## config.mk

```make
export PLATFORM = sky130hd
export DESIGN_NAME = vbfc_acq
export DESIGN_NICKNAME = d
export VERILOG_FILES = /design/src/vbfc_pkg.sv /design/src/vbfc_acq.sv /design/src/vbfc_fc_check.sv
export SDC_FILE = /design/constraint.sdc
export NUM_CORES = 1
export LEC_CHECK = 0
export BUFFER_PORTS_ARGS = -buffer_cell sky130_fd_sc_hd__clkbuf_2
export CORE_UTILIZATION = 53
export CTS_CLUSTER_SIZE = 12
export DETAILED_ROUTE_END_ITERATION = 8
export GPL_TIMING_DRIVEN = 0
export PLACE_DENSITY = 0.76
export SYNTH_ARGS = -nofsm -noshare
export SYNTH_HDL_FRONTEND = slang
export SYNTH_SLANG_ARGS = --single-unit
```

## constraint.sdc

```tcl
create_clock -name clock_in -period 3.16 [get_ports clock_in]
set_input_delay 0.632 -clock clock_in [delete_from_list [all_inputs] [get_ports clock_in]]
set_output_delay 0.632 -clock clock_in [all_outputs]
set_load 0.05 [all_outputs]
```

## src/vbfc_pkg.sv

```systemverilog
// Shared constants and types of the framing and acquisition block
package vbfc_pkg;
   // Special function register selects
   localparam logic [1:0] SFR_BUF_CTRL = 2'h0;
   localparam logic [1:0] SFR_IRQ_A = 2'h1;
   localparam logic [1:0] SFR_IRQ_B = 2'h2;
   localparam int ACQ_ON_BIT = 7;
   localparam int L24_BIT = 7;
   localparam logic [7:0] BUF_CTRL_RST = 8'h00;
   localparam logic [7:0] IRQ_RST = 8'h00;
   // Buffer layout
   localparam logic [15:0] FIELD_BYTES = 16'h0009;
   localparam logic [15:0] LINE_SLOT = 16'h002F;
   localparam logic [15:0] LP_STATUS_OFS = 16'h0004;
   localparam logic [15:0] DATA_OFS = 16'h0005;
   localparam logic [5:0] DATA_BYTES = 6'h2A;
   localparam logic [5:0] FP_READ_LAST = 6'h05;
   localparam logic [5:0] FP_WRITE_LAST = 6'h08;
   localparam logic [5:0] LP_READ_LAST = 6'h03;
   localparam logic [5:0] PARITY_ERROR_COUNT_MAX = 6'h3F;
   // Line window and line budget per field
   localparam logic [8:0] FIRST_LINE = 9'h006;
   localparam logic [8:0] LAST_LINE_SERVICE_TYPE = 9'h017;
   localparam logic [8:0] MAX_LINES_SERVICE_TYPE = 9'h012;
   localparam logic [8:0] MAX_LINES_FULL = 9'h13A;
   // Field parameter fields
   localparam int FULL_BIT = 0;
   localparam int SYNC_STABLE_BIT = 5;
   // Line parameter fields of the service select byte
   localparam int SVC_MSB = 7;
   localparam int SVC_LSB = 5;
   localparam int FRAMING_CHECK_SELECT_MSB = 4;
   localparam int FRAMING_CHECK_SELECT_LSB = 3;
   localparam int TOL_BIT = 2;
   localparam logic [2:0] SVC_WSS = 3'h3;
   localparam logic [1:0] FRAMING_CHECK_SELECT_BYTE = 2'h0;
   localparam logic [1:0] FRAMING_CHECK_SELECT_VPS = 2'h1;
   localparam logic [1:0] FRAMING_CHECK_SELECT_MASKED = 2'h2;
   // Fixed codes of the two hardwired services
   localparam logic [15:0] VPS_CODE = 16'hA55A;
   localparam logic [15:0] WSS_CODE = 16'h3C1E;
   localparam logic [4:0] NBITS_BYTE = 5'h08;
   localparam logic [4:0] NBITS_WORD = 5'h10;
   // Reported acquisition state
   localparam logic [1:0] ACQST_IDLE = 2'h0;
   localparam logic [1:0] ACQST_WAIT = 2'h1;
   localparam logic [1:0] ACQST_RUN = 2'h2;
   localparam logic [1:0] ACQST_FULL = 2'h3;
   typedef enum logic [8:0] {
      S_IDLE = 9'h001, S_ARM = 9'h002, S_FRD = 9'h004,
      S_FWR = 9'h008, S_WAITH = 9'h010, S_LRD = 9'h020,
      S_HUNT = 9'h040, S_DATA = 9'h080, S_LWR = 9'h100
   } vbfc_state_t;
endpackage

```

## src/vbfc_acq.sv

```systemverilog
// Acquisition interface: framing check, buffer writes, parameter fetch
`timescale 1ns/1ps
`default_nettype none
// What this block does
// - VPS lines are received only on an error-free fixed VPS code.
// - Masked check: all bits not marked don't-care must match.
// - WSS lines are received only on an error-free fixed WSS code.
// - A two-bit line parameter picks the framing check per line.
// - Service type WSS forces the WSS check whatever the select.
// - Events set sticky flags; software clears them before the next.
// - Field parameters are fetched from the buffer after each locked V sync while acquisition is on.
// - Line parameters are fetched from memory after each H sync inside the line window while under the line budget.
// - Buffer base comes from the low four control bits.
// - Nine field bytes, then one 47-byte slot per line.
// - After 18 lines, or 314 in full mode, wait for a locked V pulse.
// - Clearing the acquisition-on bit halts at once.
// - Setting it again resumes at the next V pulse if sync is stable.
// - Field status is written once per field as a snapshot.
// - Byte code check allows zero or one bit error per line setting.
// - Normal mode takes lines 6 to 23, full mode 6 to field end.
// - After a match, serial bits become bytes written to memory.
module vbfc_acq (
   input wire logic clock_in,
   input wire logic resetn_in,
   input wire logic [1:0] sfr_sel_in,
   input wire logic sfr_wr_in,
   input wire logic [7:0] sfr_wdata_in,
   output logic [7:0] sfr_rdata_out,
   input wire logic vsync_in,
   input wire logic hsync_in,
   input wire logic [8:0] line_num_in,
   input wire logic sync_stable_in,
   input wire logic bit_in,
   input wire logic bit_valid_in,
   input wire logic line_end_in,
   input wire logic [7:0] field_status_in,
   input wire logic [11:0] lines_per_field_in,
   input wire logic [6:0] irq_event_a_in,
   input wire logic [7:0] irq_event_b_in,
   output logic [15:0] mem_addr_out,
   output logic mem_rd_out,
   output logic mem_wr_out,
   output logic [7:0] mem_wdata_out,
   input wire logic [7:0] mem_rdata_in,
   output logic [15:0] data_rate_step_out,
   output logic [7:0] line_service_select_out,
   output logic [7:0] line_length_divider_out,
   output logic [7:0] compensation_enables_out,
   output logic irq_a_out,
   output logic irq_b_out
);
   typedef struct packed {
      vbfc_pkg::vbfc_state_t state;
      logic acq_on;
      logic [3:0] base;
      logic full;
      logic [7:0] irq_a;
      logic [7:0] irq_b;
      logic irq_a_any;
      logic irq_b_any;
      logic [7:0] rdata;
      logic [15:0] mcode;
      logic [15:0] mask;
      logic [7:0] bcode;
      logic [7:0] comp;
      logic [15:0] drs;
      logic [7:0] svc;
      logic [7:0] len;
      logic [15:0] slot;
      logic [8:0] lines;
      logic [5:0] idx;
      logic rdv;
      logic [15:0] shreg;
      logic [4:0] nbits;
      logic [7:0] byte_sh;
      logic [2:0] bitcnt;
      logic [5:0] nbytes;
      logic [5:0] parity_error_count;
      logic line_data_error;
      logic framing_match_ok;
      logic [15:0] mem_addr;
      logic mem_rd;
      logic mem_wr;
      logic [7:0] mem_wdata;
   } vbfc_regs_t;
   vbfc_regs_t q, d;

   function automatic logic in_window(input logic [8:0] ln,
                                      input logic fullm);
      return ln >= vbfc_pkg::FIRST_LINE &&
             (fullm || ln <= vbfc_pkg::LAST_LINE_SERVICE_TYPE);
   endfunction

   logic match;
   logic full_mode;
   logic [8:0] max_lines;
   logic [15:0] base_addr;
   logic [7:0] fstat;
   logic [1:0] acq_state;
   logic [7:0] new_byte;
   logic ctrl_wr;

   assign full_mode = q.comp[vbfc_pkg::FULL_BIT];
   assign max_lines = full_mode ? vbfc_pkg::MAX_LINES_FULL
                                : vbfc_pkg::MAX_LINES_SERVICE_TYPE;
   // Coarse 4 KB granules hold a normal-mode buffer; a 314-line full-mode buffer runs past one granule
   assign base_addr = {q.base, 12'h000};
   assign fstat = {field_status_in[7:6], sync_stable_in,
                   field_status_in[4:0]};
   assign new_byte = {bit_in, q.byte_sh[7:1]};
   assign ctrl_wr = sfr_wr_in && sfr_sel_in == vbfc_pkg::SFR_BUF_CTRL;

   always_comb begin
      if (q.state == vbfc_pkg::S_IDLE) acq_state = vbfc_pkg::ACQST_IDLE;
      else if (q.state == vbfc_pkg::S_ARM)
         acq_state = q.full ? vbfc_pkg::ACQST_FULL : vbfc_pkg::ACQST_WAIT;
      else acq_state = vbfc_pkg::ACQST_RUN;
   end

   vbfc_fc_check u_check (
      .clock_in(clock_in),
      .resetn_in(resetn_in),
      .shift_in(q.shreg),
      .nbits_in(q.nbits),
      .sel_in(q.svc[vbfc_pkg::FRAMING_CHECK_SELECT_MSB:vbfc_pkg::FRAMING_CHECK_SELECT_LSB]),
      .svc_in(q.svc[vbfc_pkg::SVC_MSB:vbfc_pkg::SVC_LSB]),
      .tol_in(q.svc[vbfc_pkg::TOL_BIT]),
      .byte_code_in(q.bcode),
      .mcode_in(q.mcode),
      .mask_in(q.mask),
      .match_out(match)
   );

   always_comb begin
      d = q;
      d.mem_rd = 1'b0;
      d.mem_wr = 1'b0;
      d.rdv = q.mem_rd;
      // Set beats clear: a flag written 0 in the event cycle stays set
      d.irq_a = q.irq_a;
      d.irq_b = q.irq_b;
      if (sfr_wr_in && sfr_sel_in == vbfc_pkg::SFR_IRQ_A)
         d.irq_a = q.irq_a & sfr_wdata_in;
      if (sfr_wr_in && sfr_sel_in == vbfc_pkg::SFR_IRQ_B)
         d.irq_b = q.irq_b & sfr_wdata_in;
      d.irq_a = d.irq_a | {1'b0, irq_event_a_in};
      d.irq_b = d.irq_b | irq_event_b_in;
      unique case (sfr_sel_in)
         vbfc_pkg::SFR_BUF_CTRL:
            d.rdata = {q.acq_on, 1'b0, acq_state, q.base};
         vbfc_pkg::SFR_IRQ_A: d.rdata = q.irq_a;
         vbfc_pkg::SFR_IRQ_B: d.rdata = q.irq_b;
         default: d.rdata = 8'h00;
      endcase

      unique case (q.state)
         vbfc_pkg::S_IDLE, vbfc_pkg::S_ARM: begin
         end
         vbfc_pkg::S_FRD: begin
            if (q.rdv) begin
               case (q.idx)
                  6'h00: d.mcode[15:8] = mem_rdata_in;
                  6'h01: d.mcode[7:0] = mem_rdata_in;
                  6'h02: d.mask[15:8] = mem_rdata_in;
                  6'h03: d.mask[7:0] = mem_rdata_in;
                  6'h04: d.bcode = mem_rdata_in;
                  default: d.comp = mem_rdata_in;
               endcase
               d.idx = q.idx + 6'h01;
               if (q.idx == vbfc_pkg::FP_READ_LAST) d.state = vbfc_pkg::S_FWR;
            end else if (!q.mem_rd) begin
               d.mem_rd = 1'b1;
               d.mem_addr = base_addr + {10'h000, q.idx};
            end
         end
         vbfc_pkg::S_FWR: begin
            // Status snapshot taken once, right after the field fetch
            d.mem_wr = 1'b1;
            d.mem_addr = base_addr + {10'h000, q.idx};
            case (q.idx)
               6'h06: d.mem_wdata = fstat;
               6'h07: d.mem_wdata = {4'h0, lines_per_field_in[11:8]};
               default: d.mem_wdata = lines_per_field_in[7:0];
            endcase
            d.idx = q.idx + 6'h01;
            if (q.idx == vbfc_pkg::FP_WRITE_LAST)
               d.state = vbfc_pkg::S_WAITH;
         end
         vbfc_pkg::S_WAITH: begin
            if (hsync_in) begin
               if (!full_mode &&
                   line_num_in == vbfc_pkg::LAST_LINE_SERVICE_TYPE + 9'h001)
                  d.irq_a[vbfc_pkg::L24_BIT] = 1'b1;
               if (in_window(line_num_in, full_mode)) begin
                  if (q.lines >= max_lines) begin
                     d.full = 1'b1;
                     d.state = vbfc_pkg::S_ARM;
                  end else begin
                     d.state = vbfc_pkg::S_LRD;
                     d.idx = 6'h00;
                  end
               end
            end
         end
         vbfc_pkg::S_LRD: begin
            if (q.rdv) begin
               case (q.idx)
                  6'h00: d.drs[15:8] = mem_rdata_in;
                  6'h01: d.drs[7:0] = mem_rdata_in;
                  6'h02: d.svc = mem_rdata_in;
                  default: d.len = mem_rdata_in;
               endcase
               d.idx = q.idx + 6'h01;
               if (q.idx == vbfc_pkg::LP_READ_LAST) begin
                  d.state = vbfc_pkg::S_HUNT;
                  d.nbytes = 6'h00;
                  d.parity_error_count = 6'h00;
                  d.line_data_error = 1'b0;
                  d.framing_match_ok = 1'b0;
                  d.bitcnt = 3'h0;
               end
            end else if (!q.mem_rd) begin
               d.mem_rd = 1'b1;
               d.mem_addr = q.slot + {10'h000, q.idx};
            end
         end
         vbfc_pkg::S_HUNT: begin
            if (line_end_in || hsync_in) d.state = vbfc_pkg::S_LWR;
            else if (match) begin
               d.state = vbfc_pkg::S_DATA;
               d.framing_match_ok = 1'b1;
            end else if (bit_valid_in) begin
               d.shreg = {q.shreg[14:0], bit_in};
               if (q.nbits != vbfc_pkg::NBITS_WORD)
                  d.nbits = q.nbits + 5'h01;
            end
         end
         vbfc_pkg::S_DATA: begin
            if (line_end_in || hsync_in) d.state = vbfc_pkg::S_LWR;
            else if (bit_valid_in) begin
               d.byte_sh = new_byte;
               d.bitcnt = q.bitcnt + 3'h1;
               if (q.bitcnt == 3'h7) begin
                  if (q.nbytes == vbfc_pkg::DATA_BYTES) d.line_data_error = 1'b1;
                  else begin
                     d.mem_wr = 1'b1;
                     d.mem_addr = q.slot + vbfc_pkg::DATA_OFS +
                                  {10'h000, q.nbytes};
                     d.mem_wdata = new_byte;
                     d.nbytes = q.nbytes + 6'h01;
                     // Odd parity expected; saturate rather than wrap
                     if (!(^new_byte) && q.parity_error_count != vbfc_pkg::PARITY_ERROR_COUNT_MAX)
                        d.parity_error_count = q.parity_error_count + 6'h01;
                  end
               end
            end
         end
         vbfc_pkg::S_LWR: begin
            d.mem_wr = 1'b1;
            d.mem_addr = q.slot + vbfc_pkg::LP_STATUS_OFS;
            d.mem_wdata = {q.parity_error_count, q.line_data_error, q.framing_match_ok};
            d.slot = q.slot + vbfc_pkg::LINE_SLOT;
            d.lines = q.lines + 9'h001;
            d.nbits = 5'h00;
            d.shreg = 16'h0000;
            d.state = vbfc_pkg::S_WAITH;
         end
         default: d.state = vbfc_pkg::S_IDLE;
      endcase

      if (vsync_in && q.state != vbfc_pkg::S_IDLE) begin
         // A V pulse without lock leaves the block waiting
         d.state = sync_stable_in ? vbfc_pkg::S_FRD
                                  : vbfc_pkg::S_ARM;
         d.idx = 6'h00;
         d.lines = 9'h000;
         d.full = 1'b0;
         d.nbits = 5'h00;
         d.slot = base_addr + vbfc_pkg::FIELD_BYTES;
      end

      if (ctrl_wr) begin
         d.acq_on = sfr_wdata_in[vbfc_pkg::ACQ_ON_BIT];
         d.base = sfr_wdata_in[3:0];
         if (!sfr_wdata_in[vbfc_pkg::ACQ_ON_BIT]) begin
            d.state = vbfc_pkg::S_IDLE;
            d.mem_rd = 1'b0;
            d.mem_wr = 1'b0;
         end else if (!q.acq_on) begin
            d.state = vbfc_pkg::S_ARM;
            d.full = 1'b0;
         end
      end
      // Summary lines are registered so the pins come from flip-flops
      d.irq_a_any = |d.irq_a;
      d.irq_b_any = |d.irq_b;
   end

   always_ff @(posedge clock_in or negedge resetn_in) begin
      if (!resetn_in) begin
         q <= '0;
         q.state <= vbfc_pkg::S_IDLE;
         q.acq_on <= vbfc_pkg::BUF_CTRL_RST[vbfc_pkg::ACQ_ON_BIT];
         q.base <= vbfc_pkg::BUF_CTRL_RST[3:0];
         q.irq_a <= vbfc_pkg::IRQ_RST;
         q.irq_b <= vbfc_pkg::IRQ_RST;
      end else begin
         q <= d;
      end
   end

   assign sfr_rdata_out = q.rdata;
   assign mem_addr_out = q.mem_addr;
   assign mem_rd_out = q.mem_rd;
   assign mem_wr_out = q.mem_wr;
   assign mem_wdata_out = q.mem_wdata;
   assign data_rate_step_out = q.drs;
   assign line_service_select_out = q.svc;
   assign line_length_divider_out = q.len;
   assign compensation_enables_out = q.comp;
   assign irq_a_out = q.irq_a_any;
   assign irq_b_out = q.irq_b_any;

   AST_HALT: assert property (@(posedge clock_in) disable iff (!resetn_in)
      (ctrl_wr && !sfr_wdata_in[vbfc_pkg::ACQ_ON_BIT])
      |=> (q.state == vbfc_pkg::S_IDLE && !mem_wr_out && !mem_rd_out))
      else $error("acquisition did not halt");
   AST_RESUME: assert property (@(posedge clock_in) disable iff (!resetn_in)
      (q.state == vbfc_pkg::S_ARM && vsync_in && !ctrl_wr)
      |=> (q.state == (($past(sync_stable_in)) ? vbfc_pkg::S_FRD
                                              : vbfc_pkg::S_ARM)))
      else $error("resume on V pulse wrong");
   AST_FIELD_ADDR: assert property (@(posedge clock_in) disable iff (!resetn_in)
      (q.state == vbfc_pkg::S_FRD && mem_rd_out) |->
      (mem_addr_out[15:12] == q.base && mem_addr_out[11:0] < 12'h009))
      else $error("field fetch outside field area");
   AST_LINE_CAP: assert property (@(posedge clock_in) disable iff (!resetn_in)
      $rose(q.state == vbfc_pkg::S_LRD) |-> (q.lines < max_lines))
      else $error("line taken beyond budget");
   AST_IRQ_STICKY: assert property (@(posedge clock_in) disable iff (!resetn_in)
      irq_event_b_in[0] |=> (q.irq_b[0] && irq_b_out))
      else $error("event flag lost");
   AST_LINE_FETCH: assert property (@(posedge clock_in) disable iff (!resetn_in)
      (q.state == vbfc_pkg::S_WAITH && hsync_in && !vsync_in && !ctrl_wr &&
       in_window(line_num_in, full_mode) && q.lines < max_lines)
      |=> q.state == vbfc_pkg::S_LRD ##2 (mem_addr_out == q.slot))
      else $error("line parameters not fetched");
   AST_SLOT_STEP: assert property (@(posedge clock_in) disable iff (!resetn_in)
      (q.state == vbfc_pkg::S_LWR && !vsync_in && !ctrl_wr) |=>
      (q.slot == $past(q.slot) + vbfc_pkg::LINE_SLOT &&
       mem_addr_out == $past(q.slot) + vbfc_pkg::LP_STATUS_OFS &&
       mem_wdata_out == $past({q.parity_error_count, q.line_data_error, q.framing_match_ok})))
      else $error("slot or status write wrong");
   AST_SNAPSHOT: assert property (@(posedge clock_in) disable iff (!resetn_in)
      (q.state == vbfc_pkg::S_FWR && q.idx == 6'h06 && !ctrl_wr &&
       !vsync_in) |=> (mem_wr_out && mem_wdata_out == $past(fstat)))
      else $error("field status not written");
endmodule
`default_nettype wire

```

## src/vbfc_fc_check.sv

```systemverilog
// Framing code comparator with one registered match result
`timescale 1ns/1ps
`default_nettype none
module vbfc_fc_check (
   input wire logic clock_in,
   input wire logic resetn_in,
   input wire logic [15:0] shift_in,
   input wire logic [4:0] nbits_in,
   input wire logic [1:0] sel_in,
   input wire logic [2:0] svc_in,
   input wire logic tol_in,
   input wire logic [7:0] byte_code_in,
   input wire logic [15:0] mcode_in,
   input wire logic [15:0] mask_in,
   output logic match_out
);
   typedef struct packed {logic match;} vbfc_chk_t;
   vbfc_chk_t q, d;

   function automatic logic at_most_one(input logic [7:0] x);
      logic [3:0] n;
      n = 4'h0;
      for (int i = 0; i < 8; i++) n = n + {3'h0, x[i]};
      return n <= 4'h1;
   endfunction

   logic full_word;
   logic [7:0] bdiff;
   assign full_word = nbits_in >= vbfc_pkg::NBITS_WORD;
   assign bdiff = shift_in[7:0] ^ byte_code_in;

   always_comb begin
      d.match = 1'b0;
      if (svc_in == vbfc_pkg::SVC_WSS) begin
         d.match = full_word && shift_in == vbfc_pkg::WSS_CODE;
      end else begin
         unique case (sel_in)
            vbfc_pkg::FRAMING_CHECK_SELECT_BYTE: d.match =
               nbits_in >= vbfc_pkg::NBITS_BYTE &&
               (tol_in ? at_most_one(bdiff) : bdiff == 8'h00);
            vbfc_pkg::FRAMING_CHECK_SELECT_VPS:
               d.match = full_word && shift_in == vbfc_pkg::VPS_CODE;
            vbfc_pkg::FRAMING_CHECK_SELECT_MASKED: d.match = full_word &&
               ((shift_in ^ mcode_in) & ~mask_in) == 16'h0000;
            default: d.match = 1'b0;
         endcase
      end
   end

   always_ff @(posedge clock_in or negedge resetn_in) begin
      if (!resetn_in) q <= '0;
      else q <= d;
   end
   assign match_out = q.match;

   AST_VPS_EXACT: assert property (@(posedge clock_in) disable iff (!resetn_in)
      (svc_in != vbfc_pkg::SVC_WSS && sel_in == vbfc_pkg::FRAMING_CHECK_SELECT_VPS &&
       full_word) |=> (match_out == $past(shift_in == vbfc_pkg::VPS_CODE)))
      else $error("VPS code check wrong");
   AST_MASKED: assert property (@(posedge clock_in) disable iff (!resetn_in)
      (svc_in != vbfc_pkg::SVC_WSS && sel_in == vbfc_pkg::FRAMING_CHECK_SELECT_MASKED &&
       full_word && ((shift_in ^ mcode_in) & ~mask_in) == 16'h0000)
      |=> match_out)
      else $error("masked code not accepted");
   AST_WSS_ONLY: assert property (@(posedge clock_in) disable iff (!resetn_in)
      (svc_in == vbfc_pkg::SVC_WSS && shift_in != vbfc_pkg::WSS_CODE)
      |=> !match_out)
      else $error("WSS line matched a foreign code");
   AST_SEL_SPARE: assert property (@(posedge clock_in) disable iff (!resetn_in)
      (svc_in != vbfc_pkg::SVC_WSS && sel_in == 2'h3) |=> !match_out)
      else $error("unused select matched");
   AST_TOL_OFF: assert property (@(posedge clock_in) disable iff (!resetn_in)
      (svc_in != vbfc_pkg::SVC_WSS && sel_in == vbfc_pkg::FRAMING_CHECK_SELECT_BYTE &&
       !tol_in && bdiff != 8'h00) |=> !match_out)
      else $error("byte code matched with bit error");
endmodule
`default_nettype wire

```

Word level (Yosys, flattened, before mapping). Index checks and enable logic that the tools add are counted.

Bits in registers: 226. Input port bits: 71. Output and inout bits: 76.

Add/subtract/negate cells: 20. Magnitude comparators: 6. Equal/unequal tests: 54. Mux-type cells: 78. Bitwise logic cells: 11. Reductions and logical operators: 56.

Operators with widths (count): 9-bit 2-to-1 mux (18); 17-bit 2-to-1 mux (6); 16-bit 2-to-1 mux (6); 16-bit case mux with 5 select lines (1); 9-bit case mux with 8 select lines (1); 21-bit 2-to-1 mux (3); 16-bit by 6-bit adder with 16-bit output (3); 21-bit case mux with 2 select lines (1); 6-bit 2-to-1 mux (6); 3-bit AND reduction (11); 16-bit by 3-bit adder with 16-bit output (second input constant) (2); 16-bit case mux with 2 select lines (1); 31-bit 2-to-1 mux (1); 2-bit inequality test (second input constant) (15); 9-bit case mux with 3 select lines (1); 25-bit 2-to-1 mux (1); 5-bit AND reduction (5); 4-bit by 1-bit adder with 4-bit output (6); 6-bit by 3-bit equality test with 1-bit output (second input constant) (4); 8-bit case mux with 3 select lines (1); 3-bit inequality test (second input constant) (7); 6-bit by 1-bit adder with 6-bit output (second input constant) (3); 9-bit by 5-bit equality test with 1-bit output (second input constant) (2); 6-bit case mux with 3 select lines (1); other kinds (74) (119).

Depth between registers and ports, before layout.
Depth in word-level cells: 13. Gate-level depth with buffers: 16.

By module. From an unflattened synthesis, not the netlist that was laid out.

Cell total of the unflattened synthesis: 1302. Area total of the unflattened synthesis: 12690.9 µm².

Modules (own cells, without submodules): vbfc_acq (instances 1, cells each 1222, area an instance 12036.5 µm², sequential area each 5606.6 µm²); vbfc_fc_check (instances 1, cells each 80, area an instance 654.4 µm², sequential area each 25.0 µm²).

Worst setup path before layout. OpenSTA, ideal clock, no wires.

Kind: register -> register. Start: register q[57] in the netlist's numbering. End: register u_check.q, in the netlist u_check.match_out. Data arrival time: 3361 ps. Data required time: 3037 ps. Path slack: -324 ps. Stages on the path, launching flop included: 17. Buffers on the path: 0. Clock period less this slack: 3484 ps. Cell sequence: dfrtp_1 -> xor2_1 -> inv_1 -> ha_1 -> fa_1 -> inv_1 -> fa_1 -> inv_1 -> fa_1 -> inv_1 -> fa_1 -> nand2_1 -> a21oi_1 -> a41o_1 -> o211ai_1 -> and3_1 -> o31ai_1.

Cells in the longest elaborated chain, start to end: 13. Elaborated cells on any way between the ends: 22. Classes of those cells: 7 x add/sub; 1 x order compare; 2 x eq/ne; 3 x mux; 3 x bitwise; 6 x reduce/logical.

RTL lines: from (decl) (line vbfc_acq.sv:86) `vbfc_regs_t q, d;`; 8-bit bitwise XOR (line vbfc_fc_check.sv:30) `assign bdiff = shift_in[7:0] ^ byte_code_in;`; 1-bit by 1-bit adder with 2-bit output (line vbfc_fc_check.sv:23) `for (int i = 0; i < 8; i++) n = n + {3'h0, x[i]};`; 4-bit by 1-bit adder with 4-bit output (6 in a row) (line vbfc_fc_check.sv:23); 4-bit by 1-bit less-or-equal comparator with 1-bit output (line vbfc_fc_check.sv:24) `return n <= 4'h1;`; 1-bit 2-to-1 mux (line vbfc_fc_check.sv:40) `(tol_in ? at_most_one(bdiff) : bdiff == 8'h00);`; 1-bit logical AND (line vbfc_fc_check.sv:39) `nbits_in >= vbfc_pkg::NBITS_BYTE &&`; 1-bit case mux with 3 select lines (line vbfc_fc_check.sv:37) `unique case (sel_in)`; 1-bit 2-to-1 mux (*) (line vbfc_fc_check.sv:34) `if (svc_in == vbfc_pkg::SVC_WSS) begin`; via u_check.d (line vbfc_fc_check.sv:18) `vbfc_chk_t q, d;`; to (signal assigned) (line vbfc_fc_check.sv:51) `if (!resetn_in) q <= '0;`; to (signal assigned) (line vbfc_fc_check.sv:52) `else q <= d;`; to (decl) (line vbfc_fc_check.sv:18).

Mark *: on every way through the listed nets, which the timed path passes. The rest lies on a longest branch. A chain may end at the register's enable or synchronous reset.

Worst setup path after layout. Same ends and word-level chain as after synthesis.

==> flow_metrics.env <==
export IMPL_regArea_sq_um=5640
export IMPL_p_per_area_nw_per_um2=500
export IMPL_slew_headroom_pct=7.60
export IMPL_crit_path_end="u_check.match_out$_DFF_PN0_"
export IMPL_grt_overflow_total=0
export IMPL_placed_cells=1759
export IMPL_hold_viol=0
export IMPL_grt_max_degree=116
export IMPL_die_h_microns=157
export IMPL_stdcell_count=1810
export IMPL_synth_edff_count=0
export IMPL_rsz0062_at_grt="yes"
export IMPL_start_util_pct=54.1
export IMPL_start_kind="flop"
export IMPL_worstHoldPathType="in2reg"
export IMPL_fmax_mhz=279
export IMPL_maxCapViolCount=0
export IMPL_slew_violations=0
export IMPL_synthCells=1301
export IMPL_vias=10400
export IMPL_rows=56
export IMPL_rrSetupSlack_ns=-0.43
export IMPL_synth_seq_area_share_pct=44.4
export IMPL_yosys_warnings=0
export IMPL_fin_worst_skew_ns=0.00863
export IMPL_synth_distinct_cells=76
export IMPL_drtAntennaViolNets=0
export IMPL_min_period_ns=3.59
export IMPL_critical_path_class="reg2reg"
export IMPL_critPathRequiredTime_ns=3.55
export IMPL_antenna_found_initial=0
export IMPL_critPathArrivalTime_ns=3.98
export IMPL_cp_end_kind="flop"
export IMPL_root_buffer="clkbuf_16"
export IMPL_layout_nets=1595
export IMPL_power_leakage_uw=0.00668
export IMPL_cts_tree="done"
export IMPL_die_area_sq_um=24600
export IMPL_grt_usage_pct=27.4
export IMPL_drt_total_wl_mm=32.9
export IMPL_status="complete, but fails checks"
export IMPL_dp_hpwl_mm=23.6
export IMPL_syn_nets=1422
export IMPL_synth_top_area_share_pct=44.2
export IMPL_ys_flop_type="dfrtp_1"
export IMPL_fillers=1906
export IMPL_crit_fanout=2
export IMPL_synthArstFlopShare_pct=100
export IMPL_firstDrtPassIters=5
export IMPL_post_drt_wl_per_cell_microns=18.2
export IMPL_multi_input_area_sq_um=6200
export IMPL_crit_start="q[57]$_DFFE_PN0P_"
export IMPL_max_slew_worst_pin_slew_ns=1.38
export IMPL_clock_sinks=225
export IMPL_peakVddDrop_mv=0.498
export IMPL_worst_slack_ns=-0.427
export IMPL_drive_above_1_share_pct=25.0
export IMPL_failed_checks="setup timing"
export IMPL_numPortBuffers=137
export IMPL_ys_ff_latch=225
export IMPL_gp_congestion=0.952
export IMPL_r2r_start="q[57]$_DFFE_PN0P_"
export IMPL_synth_area_sq_um=12700
export IMPL_r2r_end="u_check.match_out$_DFF_PN0_"
export IMPL_ctsHtreeMaxLevel=1
export IMPL_die_w_microns=157
export IMPL_areaGrowthSynthToFinish_pct=16.2
export IMPL_numCtsBuffers=25
export IMPL_drcViolationCount=0
export IMPL_drt_iter0_markers=766
export IMPL_grt_first_pass_wirelength_mm=52.6
export IMPL_clock_latency_ns=0.52
export IMPL_max_clock_path_buffers=3
export IMPL_yosysTopAreaCell="dfrtp_1"
export IMPL_setup_violations_final=1
export IMPL_fin_crit_sh_pct=114
export IMPL_r2r_cells=16
export IMPL_core_sq_um=23500
export IMPL_synthTopCellsByArea="dfrtp_1, mux2_2, nand2_1"
export IMPL_n_antenna_cell=0
export IMPL_avgSynthCellArea_sq_um=9.76
export IMPL_cts_clk_slew_worst_paths_ns=0.06
export IMPL_grt_pass1_vias=10100
export IMPL_fin_tns_setup_ns=-0.427
export IMPL_io_pins=147
export IMPL_via_per_inst=5.72
critical path, cell delays in order, from the launching register on:
cell and delay, ns:
dfrtp_2 0.43, xor2_2 0.16, inv_1 0.06, ha_1 0.28, fa_1 0.48, inv_1 0.05
fa_1 0.47, inv_1 0.05, fa_2 0.34, inv_2 0.06, fa_1 0.40, nand2_1 0.08
a21oi_2 0.03, a41o_1 0.22, o211ai_1 0.11, and3_1 0.17, o31ai_1 0.07
where the power goes:
group | internal, uW | leakage [uW] | total, uW | switching (uW)
Combinational | 496 | 0.00345 | 1300 | 803
Sequential | 3070 | 0.00284 | 3220 | 148
Clock | 1690 | 0.000388 | 2850 | 1160
layout by cell type, fill, tap and decap left out, drive strengths merged, types with 5 or more instances in the layout:
| master | Yosys | layout |
|---|---|---|
| mux2 | 84 | 84 |
| o21a | 7 | 7 |
| ha | 44 | 44 |
| a21oi | 48 | 48 |
| dfrtp | 224 | 224 |
| nor3b | 5 | 5 |
| and3 | 17 | 17 |
| nor4 | 11 | 11 |
| or3 | 6 | 6 |
| mux2i | 7 | 7 |
| a22o | 5 | 5 |
| xor2 | 34 | 34 |
| inv | 32 | 33 |
| nand3 | 17 | 17 |
| o21ai | 97 | 97 |
| nand2 | 162 | 162 |
| a22oi | 12 | 12 |
| nand2b | 24 | 24 |
| a211oi | 10 | 10 |
| clkbuf | 43 | 216 |
| o221ai | 7 | 7 |
| a221oi | 9 | 9 |
| nand4 | 17 | 17 |
| nand4b | 6 | 6 |
| o22ai | 16 | 16 |
| nor3 | 19 | 19 |
| buf | 90 | 98 |
| nor2 | 105 | 105 |
| nor2b | 6 | 6 |
| or4 | 6 | 6 |
| a31oi | 7 | 7 |
| o31ai | 7 | 7 |
| xnor2 | 53 | 53 |
| fa | 6 | 6 |
per-stage QoR:
stage          area [sq um]  hold WS [ns]  power, uW  setup slack (ns)  utilization [%]
6_report              14700         0.325       7370            -0.427             62.8
5_1_grt               14700         0.321       7670            -0.565             62.8
4_1_cts               14700         0.320       7410            -0.434             62.5
3_5_place_dp          13800         0.456       4560            -0.521             59.0
3_3_place_gp          13800         0.452       4510             -3.03             58.7
2_1_floorplan         12700         0.336       4170            -0.252                -
worst min-delay path by stage:
stage	from	end	slack (ns)	cells after the start
2_1_floorplan	resetn_in	base_addr[12]$_DFFE_PN0P_	0.34	0
4_1_cts	irq_event_b_in[5]	q[199]$_DFF_PN0_	0.32	2
3_5_place_dp	resetn_in	mem_addr_out[7]$_DFFE_PN0P_	0.46	1
6_report	irq_event_a_in[5]	q[207]$_DFF_PN0_	0.32	2
5_1_grt	irq_event_a_in[5]	q[207]$_DFF_PN0_	0.32	2
3_3_place_gp	q[205]$_DFF_PN0_	sfr_rdata_out[3]$_DFF_PN0_	0.45	2
repair_timing:
item                                   4_1_cts  5_1_grt
hold buffers                                 1        0
setup endpoints to repair                    1       15
gates resized for setup                      4        8
endpoints found under the hold margin        2        0
setup buffers                                2        4
pin swaps                                    0        2
flip-flops by register name (all words and copies together) (netlist names):
| name | flops |
|---|---|
| q | 137 |
| data_rate_step_out | 16 |
| mem_addr_out | 16 |
| compensation_enables_out | 8 |
| line_length_divider_out | 8 |
| line_service_select_out | 8 |
| mem_wdata_out | 8 |
| sfr_rdata_out | 8 |
| new_byte | 7 |
| base_addr | 4 |
| irq_a_out | 1 |
| irq_b_out | 1 |
| mem_rd_out | 1 |
| mem_wr_out | 1 |
| u_check.match_out | 1 |
synth_stat cells, drive strengths merged, types with 9 or more instances:
| cell type | number |
|---|---|
| mux2 | 84 |
| dfrtp | 224 |
| nand3 | 17 |
| a221oi | 9 |
| and3 | 17 |
| o21ai | 97 |
| nand4 | 17 |
| o22ai | 16 |
| xor2 | 34 |
| inv | 32 |
| nor2 | 105 |
| xnor2 | 53 |
| nor4 | 11 |
| nand2b | 24 |
| nand2 | 162 |
| a21oi | 48 |
| clkbuf | 43 |
| a22oi | 12 |
| buf | 90 |
| a211oi | 10 |
| ha | 44 |
| nor3 | 19 |
layer usage:
metal	wire [microns]	GRT usage, %	part of all wire, %
met5	0	0	0
met4	832	7.38	2.5
met3	1860	3.16	5.6
met2	16500	48.0	50
met1	13800	35.7	42
area by class of cell:
| type | count | area share (%) |
|---|---|---|
| inverters | 32 | 0.815 |
| well taps | 319 | 2.71 |
| multi-input cells | 911 | 42.0 |
| plain buffers | 133 | 5.38 |
| clock inverters | 8 | 0.653 |
| repair buffers | 146 | 5.46 |
| flip-flops and latches | 225 | 38.2 |
| clock buffers | 36 | 4.73 |
logic make-up (layout without fill, tap and decap cells):
logic type,count (synthesis),count (layout),synth area share [%]
xor+xnor,87,87,6.00
fa+ha+maj,50,50,5.28
compound gates,264,264,13.3
mux,91,91,8.00
flops,225,225,44.4
buf+inv,165,355,7.20
simple gates,419,419,15.9
(Power assumes the default switching activity.)
